**src/apr_cfg.svh**
```systemverilog
// Purpose: Offsets, field positions and reset values of the analog loop 0 register bank
// Assumes: Byte-wide registers on a byte-addressed programming port
// Notes: Definitions only
`ifndef APR_CFG_SVH
`define APR_CFG_SVH
// -----------------------------------------------------------------
// Offsets
// -----------------------------------------------------------------
`define APR_ADDR_LOOP_FILTER 16'h00ac
`define APR_ADDR_LOCK_MODE 16'h00ad
`define APR_ADDR_VCO_ONE 16'h00ae
`define APR_ADDR_VCO_TWO 16'h00af
// -----------------------------------------------------------------
// Field positions
// -----------------------------------------------------------------
`define APR_CP_CUR_LSB 5
`define APR_SER_RES_LSB 3
`define APR_PAR_CAP_LSB 1
`define APR_POLE_BIT 0
`define APR_SYNTH_BIT 3
`define APR_ACC_BIT 1
`define APR_OVR_BIT 0
`define APR_VCO_PICK_BIT 5
`define APR_CODE_LSB 0
// -----------------------------------------------------------------
// Reset values
// -----------------------------------------------------------------
`define APR_RST_CP_CUR 3'h4
`define APR_RST_SER_RES 2'h1
`define APR_RST_PAR_CAP 2'h1
`define APR_RST_POLE 1'h1
`define APR_RST_ACC 1'h1
`define APR_RST_OVR 1'h0
`define APR_RST_VCO_PICK 1'h1
`define APR_RST_SYNTH 1'h0
`define APR_RST_CODE_ONE 5'h0b
`define APR_RST_CODE_TWO 5'h00
`endif

```
**src/apr_pkg.sv**
```systemverilog
// Purpose: Types shared by the analog loop 0 register bank
// Assumes: Nothing
// Notes: Constants live in apr_cfg.svh
package apr_pkg;
   typedef logic [7:0] apr_byte_t;
   typedef logic [15:0] apr_addr_t;
   typedef enum logic {APR_AUTO_LOCK, APR_MANUAL_LOCK} apr_lock_e;
endpackage

```
**src/apr_wr_if.sv**
```systemverilog
// Purpose: Write strobe and data carried from the decoder to the byte registers
// Assumes: One clock domain
// Notes: Internal carrier only
`timescale 1ns/1ns
interface apr_wr_if;
   logic [3:0] sel;
   logic wr;
   apr_pkg::apr_byte_t data;
   modport dec (output sel, output wr, output data);
   modport reg_side (input sel, input wr, input data);
endinterface

```
**src/apr_addr_dec.sv**
```systemverilog
// Purpose: Decode the programming port address into one-hot register selects
// Assumes: Port inputs synchronous to the clock
// Notes: Unmapped addresses select nothing
`timescale 1ns/1ns
`include "apr_cfg.svh"
module apr_addr_dec (
   // Programming port
   input wire apr_pkg::apr_addr_t addr,
   input wire logic wr_en,
   input wire apr_pkg::apr_byte_t wdata,
   // Write carrier
   apr_wr_if.dec wr_bus
);
   always_comb begin
      wr_bus.sel = 4'h0;
      case (addr)
         `APR_ADDR_LOOP_FILTER: wr_bus.sel = 4'h1;
         `APR_ADDR_LOCK_MODE: wr_bus.sel = 4'h2;
         `APR_ADDR_VCO_ONE: wr_bus.sel = 4'h4;
         `APR_ADDR_VCO_TWO: wr_bus.sel = 4'h8;
         default: wr_bus.sel = 4'h0;
      endcase
      wr_bus.wr = wr_en;
      wr_bus.data = wdata;
   end
endmodule

```
**src/apr_byte_reg.sv**
```systemverilog
// Purpose: One writable configuration byte with a reset value
// Assumes: Synchronous active-high reset
// Notes: Reserved bits are stored like any other and read back as written
`timescale 1ns/1ns
module apr_byte_reg #(
   parameter int IDX = 0,
   parameter logic [7:0] RST_VAL = 8'h00
) (
   // Clock and reset
   input wire logic clk,
   input wire logic rst,
   // Write carrier
   apr_wr_if.reg_side wr_bus,
   // Stored value
   output apr_pkg::apr_byte_t value
);
   apr_pkg::apr_byte_t next_value;

   always_comb begin
      next_value = value;
      if (rst) begin
         next_value = RST_VAL;
      end else if (wr_bus.wr && wr_bus.sel[IDX]) begin
         next_value = wr_bus.data;
      end
   end

   always_ff @(posedge clk) begin
      value <= next_value;
   end
endmodule

```
**src/apr_pll_a_regs.sv**
```systemverilog
// Purpose: Analog loop 0 control register bank behind the host programming port
// Assumes: Host port gives address, write strobe, write data; reads are registered
// Notes: Fields drive the analog loop continuously; no side effects on access
//
// Behaviour
// - Three-bit charge pump current select, reset 100b, 110uA to 880uA steps.
// - Two-bit loop series resistor select, reset 01b, 330 ohm to 1.79k.
// - Two-bit loop parallel capacitor select, reset 01b, 40pF to 200pF.
// - Second pole select, reset 1: 0 picks 497 ohm, 1 picks 1.58k.
// - Lock count accuracy bit, reset 1: 0 is 1 ppm, 1 is 16 ppm.
// - Lock override mode bit, reset 0: 0 automatic, 1 manual.
// - Manual VCO pick bit, reset 1: 0 second VCO, 1 first VCO.
// - First VCO manual lock code, five bits, reset 01011b, applied in manual.
// - Second VCO manual lock code, five bits, reset 00000b, applied in manual.
// - Synth only mode bit, reset 0: 1 uses crystal reference only.
// - Reserved bits may read any value; do not check them.
`timescale 1ns/1ns
`include "apr_cfg.svh"
module apr_pll_a_regs (
   // Clock and reset
   input wire logic CLK,
   input wire logic RST,
   // Host programming port
   input wire apr_pkg::apr_addr_t ADDR,
   input wire logic WR_EN,
   input wire logic RD_EN,
   input wire apr_pkg::apr_byte_t WDATA,
   output apr_pkg::apr_byte_t RDATA,
   output logic RVALID,
   // Loop filter settings
   output logic [2:0] CHARGE_PUMP_CURRENT_SEL,
   output logic [1:0] LOOP_SERIES_RESISTOR_SEL,
   output logic [1:0] LOOP_PARALLEL_CAP_SEL,
   output logic SECOND_POLE_SEL,
   // Lock control
   output logic LOCK_COUNT_ACCURACY,
   output logic LOCK_OVERRIDE_MODE,
   output logic MANUAL_VCO_PICK,
   output logic [4:0] VCO_ONE_MANUAL_LOCK_CODE,
   output logic [4:0] VCO_TWO_MANUAL_LOCK_CODE,
   output logic [4:0] APPLIED_LOCK_CODE,
   output logic MANUAL_LOCK_ACTIVE,
   // Operating mode
   output logic SYNTH_ONLY_MODE
);
   // -----------------------------------------------------------------
   // Reset images of the four bytes
   // -----------------------------------------------------------------
   localparam logic [7:0] RST_LOOP_FILTER = {`APR_RST_CP_CUR, `APR_RST_SER_RES,
      `APR_RST_PAR_CAP, `APR_RST_POLE};
   localparam logic [7:0] RST_LOCK_MODE = {4'h0, `APR_RST_SYNTH, 1'b0,
      `APR_RST_ACC, `APR_RST_OVR};
   localparam logic [7:0] RST_VCO_ONE = {2'h0, `APR_RST_VCO_PICK,
      `APR_RST_CODE_ONE};
   localparam logic [7:0] RST_VCO_TWO = {3'h0, `APR_RST_CODE_TWO};

   apr_wr_if wr_bus ();
   apr_pkg::apr_byte_t reg_loop_filter;
   apr_pkg::apr_byte_t reg_lock_mode;
   apr_pkg::apr_byte_t reg_vco_one;
   apr_pkg::apr_byte_t reg_vco_two;
   apr_pkg::apr_byte_t next_rdata;
   logic next_rvalid;
   apr_pkg::apr_lock_e lock_kind;
   apr_pkg::apr_byte_t next_lock_mode;
   apr_pkg::apr_byte_t next_vco_one;
   apr_pkg::apr_byte_t next_vco_two;
   logic next_manual_active;
   logic [4:0] next_applied_code;

   // -----------------------------------------------------------------
   // Decode and storage
   // -----------------------------------------------------------------
   apr_addr_dec u_dec (
      .addr(ADDR),
      .wr_en(WR_EN),
      .wdata(WDATA),
      .wr_bus(wr_bus)
   );

   // Reserved bits are stored as written, so reads return what software put there
   apr_byte_reg #(.IDX(0), .RST_VAL(RST_LOOP_FILTER)) u_loop_filter (
      .clk(CLK),
      .rst(RST),
      .wr_bus(wr_bus),
      .value(reg_loop_filter)
   );
   apr_byte_reg #(.IDX(1), .RST_VAL(RST_LOCK_MODE)) u_lock_mode (
      .clk(CLK),
      .rst(RST),
      .wr_bus(wr_bus),
      .value(reg_lock_mode)
   );
   apr_byte_reg #(.IDX(2), .RST_VAL(RST_VCO_ONE)) u_vco_one (
      .clk(CLK),
      .rst(RST),
      .wr_bus(wr_bus),
      .value(reg_vco_one)
   );
   apr_byte_reg #(.IDX(3), .RST_VAL(RST_VCO_TWO)) u_vco_two (
      .clk(CLK),
      .rst(RST),
      .wr_bus(wr_bus),
      .value(reg_vco_two)
   );

   // -----------------------------------------------------------------
   // Field outputs to the analog loop
   // -----------------------------------------------------------------
   assign CHARGE_PUMP_CURRENT_SEL = reg_loop_filter[`APR_CP_CUR_LSB +: 3];
   assign LOOP_SERIES_RESISTOR_SEL = reg_loop_filter[`APR_SER_RES_LSB +: 2];
   assign LOOP_PARALLEL_CAP_SEL = reg_loop_filter[`APR_PAR_CAP_LSB +: 2];
   assign SECOND_POLE_SEL = reg_loop_filter[`APR_POLE_BIT];
   assign LOCK_COUNT_ACCURACY = reg_lock_mode[`APR_ACC_BIT];
   assign LOCK_OVERRIDE_MODE = reg_lock_mode[`APR_OVR_BIT];
   assign SYNTH_ONLY_MODE = reg_lock_mode[`APR_SYNTH_BIT];
   assign MANUAL_VCO_PICK = reg_vco_one[`APR_VCO_PICK_BIT];
   assign VCO_ONE_MANUAL_LOCK_CODE = reg_vco_one[`APR_CODE_LSB +: 5];
   assign VCO_TWO_MANUAL_LOCK_CODE = reg_vco_two[`APR_CODE_LSB +: 5];

   // -----------------------------------------------------------------
   // Manual lock code steering
   // -----------------------------------------------------------------
   // In automatic mode the code output is zero so the analog side never sees a stale code.
   // Steering works on the bytes' next values and is registered, so the code is a clean
   // flop output that moves on the same edge as the fields it is built from.
   always_comb begin
      next_lock_mode = reg_lock_mode;
      next_vco_one = reg_vco_one;
      next_vco_two = reg_vco_two;
      if (RST) begin
         next_lock_mode = RST_LOCK_MODE;
         next_vco_one = RST_VCO_ONE;
         next_vco_two = RST_VCO_TWO;
      end else if (wr_bus.wr) begin
         if (wr_bus.sel[1]) begin
            next_lock_mode = wr_bus.data;
         end
         if (wr_bus.sel[2]) begin
            next_vco_one = wr_bus.data;
         end
         if (wr_bus.sel[3]) begin
            next_vco_two = wr_bus.data;
         end
      end
      lock_kind = apr_pkg::apr_lock_e'(next_lock_mode[`APR_OVR_BIT]);
      next_manual_active = 1'b0;
      next_applied_code = 5'h00;
      case (lock_kind)
         apr_pkg::APR_MANUAL_LOCK: begin
            next_manual_active = 1'b1;
            if (next_vco_one[`APR_VCO_PICK_BIT]) begin
               next_applied_code = next_vco_one[`APR_CODE_LSB +: 5];
            end else begin
               next_applied_code = next_vco_two[`APR_CODE_LSB +: 5];
            end
         end
         default: begin
            next_manual_active = 1'b0;
            next_applied_code = 5'h00;
         end
      endcase
   end

   always_ff @(posedge CLK) begin
      MANUAL_LOCK_ACTIVE <= next_manual_active;
      APPLIED_LOCK_CODE <= next_applied_code;
   end

   // -----------------------------------------------------------------
   // Read port
   // -----------------------------------------------------------------
   always_comb begin
      next_rdata = RDATA;
      next_rvalid = 1'b0;
      if (RST) begin
         next_rdata = 8'h00;
      end else if (RD_EN) begin
         next_rvalid = 1'b1;
         case (ADDR)
            `APR_ADDR_LOOP_FILTER: next_rdata = reg_loop_filter;
            `APR_ADDR_LOCK_MODE: next_rdata = reg_lock_mode;
            `APR_ADDR_VCO_ONE: next_rdata = reg_vco_one;
            `APR_ADDR_VCO_TWO: next_rdata = reg_vco_two;
            default: next_rdata = 8'h00;
         endcase
      end
   end

   always_ff @(posedge CLK) begin
      RDATA <= next_rdata;
      RVALID <= next_rvalid;
   end
endmodule

```
**config.mk**
```make
export PLATFORM = sky130hd
export DESIGN_NAME = apr_pll_a_regs
export DESIGN_NICKNAME = d
export VERILOG_FILES = /design/src/apr_pkg.sv /design/src/apr_wr_if.sv /design/src/apr_addr_dec.sv /design/src/apr_byte_reg.sv /design/src/apr_pll_a_regs.sv
export VERILOG_INCLUDE_DIRS = /design/src
export SDC_FILE = /design/constraint.sdc
export NUM_CORES = 1
export LEC_CHECK = 0
export BUFFER_PORTS_ARGS = -buffer_cell sky130_fd_sc_hd__buf_2
export CAP_MARGIN = 0
export CORE_MARGIN = 2
export CORE_UTILIZATION = 57
export CTS_CLUSTER_SIZE = 28
export DETAILED_ROUTE_END_ITERATION = 6
export PLACE_DENSITY = 0.88
export SLEW_MARGIN = 20
export SYNTH_ARGS = -nofsm -noshare
export SYNTH_HDL_FRONTEND = slang
export SYNTH_HIERARCHICAL = 1
export SYNTH_SLANG_ARGS = --single-unit
```
**constraint.sdc**
```tcl
create_clock -name CLK -period 4.55 [get_ports CLK]
set_input_delay 0.91 -clock CLK [delete_from_list [all_inputs] [get_ports CLK]]
set_output_delay 0.91 -clock CLK [all_outputs]
set_load 0.005 [all_outputs]
```
==> results of run 1 <==
cells by family after synthesis:
group	count (synthesis)	share of synthesized area
AO/OA/AOI/OAI	75	0.2281
AND/OR/NAND/NOR	75	0.2040
flip-flops	47	0.3697
buffers and inverters	38	0.1077
multiplexers	13	0.09046
state kept, by name, indices dropped and copies added (netlist names):
signal	count
u_lock_mode/value	8
RDATA	8
u_vco_one/value	8
RVALID	1
u_loop_filter/value	8
MANUAL_LOCK_ACTIVE	1
APPLIED_LOCK_CODE	5
u_vco_two/value	8
synthesized netlist by cell type, types with 2 or more instances:
cell type,count,area [sq um]
buf_1,3,11.26
mux4_2,8,180.2
a2111oi_2,2,30.03
o21ai_1,8,40.04
a21oi_1,22,110.1
buf_2,2,10.01
nor4_1,4,25.02
a21bo_1,6,60.06
or4bb_1,2,22.52
a221oi_1,3,26.28
mux2i_1,5,50.05
dfxtp_1,47,940.9
nor2_1,2,7.510
buf_4,9,67.56
o21ai_0,3,15.01
nand2_2,3,18.77
nand2_1,8,30.03
nand2b_1,3,18.77
nand3_1,23,115.1
clkinv_1,9,33.78
a211o_1,8,70.07
or4_4,2,22.52
and3_1,9,56.30
a21bo_2,17,170.2
buf_6,11,123.9
nand4b_1,5,43.79
nor3b_1,4,30.03
cell type report:
| type | instances | area (sq um) |
|---|---|---|
| repair buffers | 68 | 350.3 |
| inverters | 10 | 37.54 |
| clock inverters | 2 | 35.03 |
| well taps | 52 | 65.06 |
| multi-input cells | 163 | 1355 |
| flip-flops and latches | 47 | 940.9 |
| clock buffers | 6 | 82.58 |
| fillers | 370 | 1458 |
layer usage:
layer | track usage | part of all wire | vias up
met1 | 0.3333 | 0.44 | 998
met3 | 0.05983 | 0.086 | 11
met5 | 0 | 0 | -
li1 | - | - | 1013
met2 | 0.3489 | 0.46 | 89
met4 | 0.09224 | 0.019 | 0
how the worst max path moves through the flow:
| stage | from | to | slack (ns) |
|---|---|---|---|
| floorplan | ADDR[13] | APPLIED_LOCK_CODE[0] | 1.39 |
| finish | ADDR[13] | u_loop_filter/value[7] | 1.73 |
| detailed placement | ADDR[13] | u_loop_filter/value[0] | 1.43 |
| global placement | ADDR[13] | u_loop_filter/value[3] | 1.46 |
| CTS | ADDR[13] | u_loop_filter/value[0] | 1.76 |
| global route | ADDR[13] | u_loop_filter/value[0] | 1.62 |
through the flow:
step,cell area (sq um),worst slack (ns),utilization,power [mW]
3_5_place_dp,2749,1.432,0.6357,0.4760
5_1_grt,2867,1.616,0.6629,0.8150
6_report,2867,1.729,0.6629,0.7882
2_1_floorplan,2545,1.394,-,0.4655
3_3_place_gp,2749,1.459,0.6357,0.4755
4_1_cts,2867,1.755,0.6629,0.7902
power breakdown:
| part | switching [mW] | internal [mW] | total [mW] |
|---|---|---|---|
| sequential | 0.000139 | 0.411 | 0.411 |
| combinational | 0.0361 | 0.0195 | 0.0556 |
| clock | 0.143 | 0.178 | 0.321 |
worst register-to-register path, stage by stage (launching register included):
cell      delay, ns
dfxtp_1        0.56
a211oi_4       0.15
a221oi_1       0.35
==> impl_metrics.py, run 1 <==
metrics = {
    "detailed_routing": {
        "vias": 2111,
        "wl_per_cell_um": 16.26,
        "routed_via_density": 6.066,
        "dr.pass1.iters": 4,
        "drt_iter0_drc": 165,
        "wl_mm": 5.659,
        "drc": 0,
        "final_antenna_net_count": 0,
    },
    "floorplanning": {
        "fp-row-count": 24,
        "core_area_sq_mm": 0.004324,
        "dieArea_sq_mm": 0.005015,
        "die_h_um": 70.82,
        "die_w_um": 70.82,
        "ios": 65,
        "start_util": 0.5885,
    },
    "yosys": {
        "syn_avg_cell_area_sq_um": 10.26,
        "synth_cell_types": 47,
        "syn-num-nets": 276,
        "ys_async_sr_fraction": 0,
        "synth_seq_cells": 47,
        "ys_seq_area_frac": 0.3697,
        "syn_inst": 248,
        "netlist_area_sq_mm": 0.002545,
        "ys.flop_type": "dfxtp_1",
        "synth_edf_count": 0,
        "ys_warn_count": 6,
    },
    "clock_tree": {
        "hold_buffers": 0,
        "cts_sinks": 47,
        "cts-root-buf": "clkbuf_8",
        "htree_levels": 2,
        "clkLatencyLatePin_ns": 0.31,
        "numCtsBuffers": 5,
        "clock_path_buffers": 2,
        "postCtsSetupRepairBufs": 0,
        "cts_resized": 0,
        "clk_pin_slew_worst_paths_ns": 0.09,
        "cts_tree": "yes",
    },
    "timing": {
        "final-max-slew-violation-count": 0,
        "timing.slew.headroom": 0.3069,
        "hold_viol_final": 0,
        "worst_slew_pin_slew_ns": 1.031,
        "holdWs_ns": 0.4417,
        "finalSetupViolations": 0,
        "timing.fmax_ghz": 0.3545,
        "fin_crit_sh": 0.6200,
        "rsz0062_at_grt": "no",
        "min_period_ns": 2.821,
        "fin_tns_setup_ns": 0,
        "clock_skew_ns": 0.005162,
    },
    "setup_path": {
        "cp_top_family": "simple AND/OR/NAND/NOR gates",
        "max_stage_delay_ns": 0.92,
        "critPathMaxFanout": 13,
        "arrival_ns": 3.03,
        "reg2reg_from": "u_vco_one/value[5]",
        "r2r_setup_slack_ns": 3.39,
        "start_kind": "input port",
        "cp.depth": 5,
        "cp.buffers_inverters": 1,
        "reg2reg_depth": 2,
        "endpoint_kind": "register",
        "cpMaxStageDelayCell": "nor4_2",
        "required_ns": 4.75,
        "cp_cell_sequence": "buf_2 > or4_4 > nor4_2 > nand2_2 > a211o_1",
        "r2r_end": "APPLIED_LOCK_CODE[3]",
        "crit_type": "in2reg",
    },
    "final_layout": {
        "final_cells": 348,
        "final_nets": 323,
        "layout_common_cells": "buf_2, dfxtp_1, nand3_1",
        "n_antenna_cell": 0,
        "layout-drive-gt1-share": 0.4122,
        "final_common_cell": "buf_2",
        "area.growth.synth_to_final_pct": 12.64,
    },
    "placement": {
        "dp_hpwl_mm": 4.036,
        "place.gp.congestion": 0.8213,
        "placedCellCount": 340,
        "port_buffers": 64,
    },
    "worst_hold_path": {
        "whs_path_depth": 2,
        "min_from": "RDATA[3]",
        "holdPathEnd": "RDATA[3]",
        "min_path_type": "reg2reg",
    },
    "global_route": {
        "grt_antenna_before_repair": 0,
        "grt_overflow_total": 0,
        "grt_max_degree": 45,
        "grt_pass1_vias": 1948,
        "track_usage": 0.2362,
        "grt_first_pass_wirelength_mm": 9.321,
    },
    "outcome": {
        "status": "finished clean",
    },
    "power": {
        "ir_worst_vdd_v": 0.0002043,
        "power_per_cell_area_mw_per_mm2": 275.0,
        "power_leakage_nw": 1.167,
    },
    "flow_run": {
        "max_cap_viol_count": 0,
    },
}
Power figures use the tool's default switching activity.
==> run 2, diff against run 1 <==
CORE_UTILIZATION = 48   (was 57)
PLACE_DENSITY = 0.79   (was 0.88)
clock period = 2.4 ns   (was 4.55 ns; I/O delays follow)
==> run 2 against run 1 <==
Compared with the run above:
- sequential share of layout area shrank 0.78 points
- critical path type unchanged
- power grew 78%
- die area grew 18%
- core utilization shrank 8.8 points
- sequential cell count is the same
- sequential power grew 90%
- worst setup slack lost 1.5 ns
==> impl_metrics.py, run 2 (synthesis results as in run 1) <==
metrics = {
    "outcome": {
        "status": "finished clean",
    },
    "final_layout": {
        "layout-drive-gt1-share": 0.4224,
        "area.growth.synth_to_final_pct": 15.39,
        "fill_cells": 472,
        "final_common_cell": "buf_2",
        "final_nets": 330,
        "final_cells": 373,
        "layout_common_cells": "buf_2, dfxtp_1, nand3_1",
        "n_antenna_cell": 0,
    },
    "setup_path": {
        "reg2reg_depth": 3,
        "required_ns": 2.58,
        "critPathMaxFanout": 8,
        "arrival_ns": 2.31,
        "critical_path.startpoint": "ADDR[13]",
        "endpoint_kind": "register",
        "r2r_end": "RDATA[5]",
        "crit_type": "in2reg",
        "start_kind": "input port",
        "r2r_setup_slack_ns": 1.25,
        "crit_end": "APPLIED_LOCK_CODE[1]",
        "reg2reg_from": "u_vco_one/value[5]",
    },
    "clock_tree": {
        "postCtsSetupRepairBufs": 0,
        "clock_path_buffers": 2,
        "clkLatencyLatePin_ns": 0.31,
        "cts_resized": 0,
        "cts-root-buf": "clkbuf_8",
        "hold_buffers": 0,
        "cts_tree": "yes",
        "clk_pin_slew_worst_paths_ns": 0.09,
        "cts_sinks": 47,
        "numCtsBuffers": 5,
        "htree_levels": 2,
    },
    "detailed_routing": {
        "routed.top_layer": "met4",
        "wl_met1_mm": 2.691,
        "met2_length_mm": 2.788,
        "drt_iter0_drc": 177,
        "drc": 0,
        "dr.pass1.iters": 5,
        "vias": 2051,
        "wl_mm": 5.904,
        "final_antenna_net_count": 0,
        "wl_met3_um": 301,
        "wl_per_cell_um": 15.83,
        "routed_via_density": 5.499,
    },
    "timing": {
        "rsz0062_at_grt": "no",
        "clock_skew_ns": 0.008895,
        "final-max-slew-violation-count": 0,
        "timing.fmax_ghz": 0.4697,
        "fin_crit_sh": 0.8871,
        "fin_tns_setup_ns": 0,
        "hold_viol_final": 0,
        "finalSetupViolations": 0,
        "worst_slew_pin_slew_ns": 0.4958,
        "timing.slew.headroom": 0.6695,
        "layout_setup_ws_ns": 0.2711,
        "min_period_ns": 2.129,
    },
    "floorplanning": {
        "die_h_um": 76.82,
        "die_w_um": 76.82,
        "core_area_sq_mm": 0.005107,
        "ios": 65,
        "dieArea_sq_mm": 0.005901,
        "fp-row-count": 26,
        "start_util": 0.4983,
    },
    "global_route": {
        "track_usage": 0.2135,
        "grt_max_degree": 35,
        "grt_pass1_vias": 2002,
        "grt_overflow_total": 0,
        "grt_antenna_before_repair": 0,
        "grt_first_pass_wirelength_mm": 10.07,
    },
    "placement": {
        "port_buffers": 64,
        "placedCellCount": 365,
        "dp_hpwl_mm": 4.396,
        "place.gp.congestion": 0.8526,
        "post-place-ws_ns": -0.05897,
    },
    "power": {
        "power.total_mw": 1.403,
        "power_per_cell_area_mw_per_mm2": 477.6,
        "ir_worst_vdd_v": 0.0003143,
        "power_leakage_nw": 1.215,
    },
    "flow_run": {
        "max_cap_viol_count": 0,
    },
    "worst_hold_path": {
        "min_path_type": "in2reg",
    },
}
[run 2: cell count changes in the layout (fill, tap and decap cells not counted)]
| cell | delta |
|---|---|
| clkinv_4 | +1 |
| nor4_2 | -2 |
| clkinv_2 | -1 |
| nor4_4 | +2 |
| bufinv_16 | -1 |
| buf_4 | +7 |
| clkbuf_1 | +1 |
[run 2: where the power goes]
group          internal (mW)  leakage (nW)  switching [mW]
clock network          0.236        0.0484           0.274
logic                 0.0414         0.787          0.0711
registers              0.780         0.379        0.000137
total                   1.06          1.21           0.345
[run 2: area by class of cell]
type | instances | area (sq um) | area share
clock inverters | 1 | 8.758 | 0.002983
multi-input cells | 163 | 1373 | 0.4674
clock buffers | 7 | 86.33 | 0.02940
well taps | 70 | 87.58 | 0.02983
flip-flops and latches | 47 | 940.9 | 0.3204
inverters | 10 | 37.54 | 0.01278
repair buffers | 75 | 402.9 | 0.1372
[run 2: worst min path at each step]
stage | startpoint | endpoint | slack [ns] | depth (start not counted)
after floorplan | RDATA[0] | RDATA[0] | 0.44 | 2
after global placement | RDATA[5] | RDATA[5] | 0.43 | 2
after CTS | RD_EN | RVALID | 0.42 | 2
final | RD_EN | RVALID | 0.41 | 2
after global routing | RD_EN | RVALID | 0.42 | 2
after detailed placement | RDATA[2] | RDATA[2] | 0.43 | 2
[run 2: stage by stage]
stage                     cell area, sq um  hold WS (ns)    util
after global routing                  2937        0.4233  0.5750
final                                 2937        0.4131  0.5750
after global placement                2841        0.4293  0.5563
after floorplan                       2566        0.4416       -
after CTS                             2937        0.4154  0.5750
after detailed placement              2841        0.4345  0.5563
[run 2: worst max-delay path: stages]
cell and delay [ns]:
buf_2 0.11, or4_4 0.60, nor4_4 0.28, buf_4 0.19, nand2_2 0.08, a211oi_4 0.40, a221oi_1 0.17
[run 2: routing by layer]
metal,global-route usage,up-vias
met5,0,-
met1,0.2844,950
met4,0.08727,0
li1,-,1023
met2,0.3272,65
met3,0.05765,13
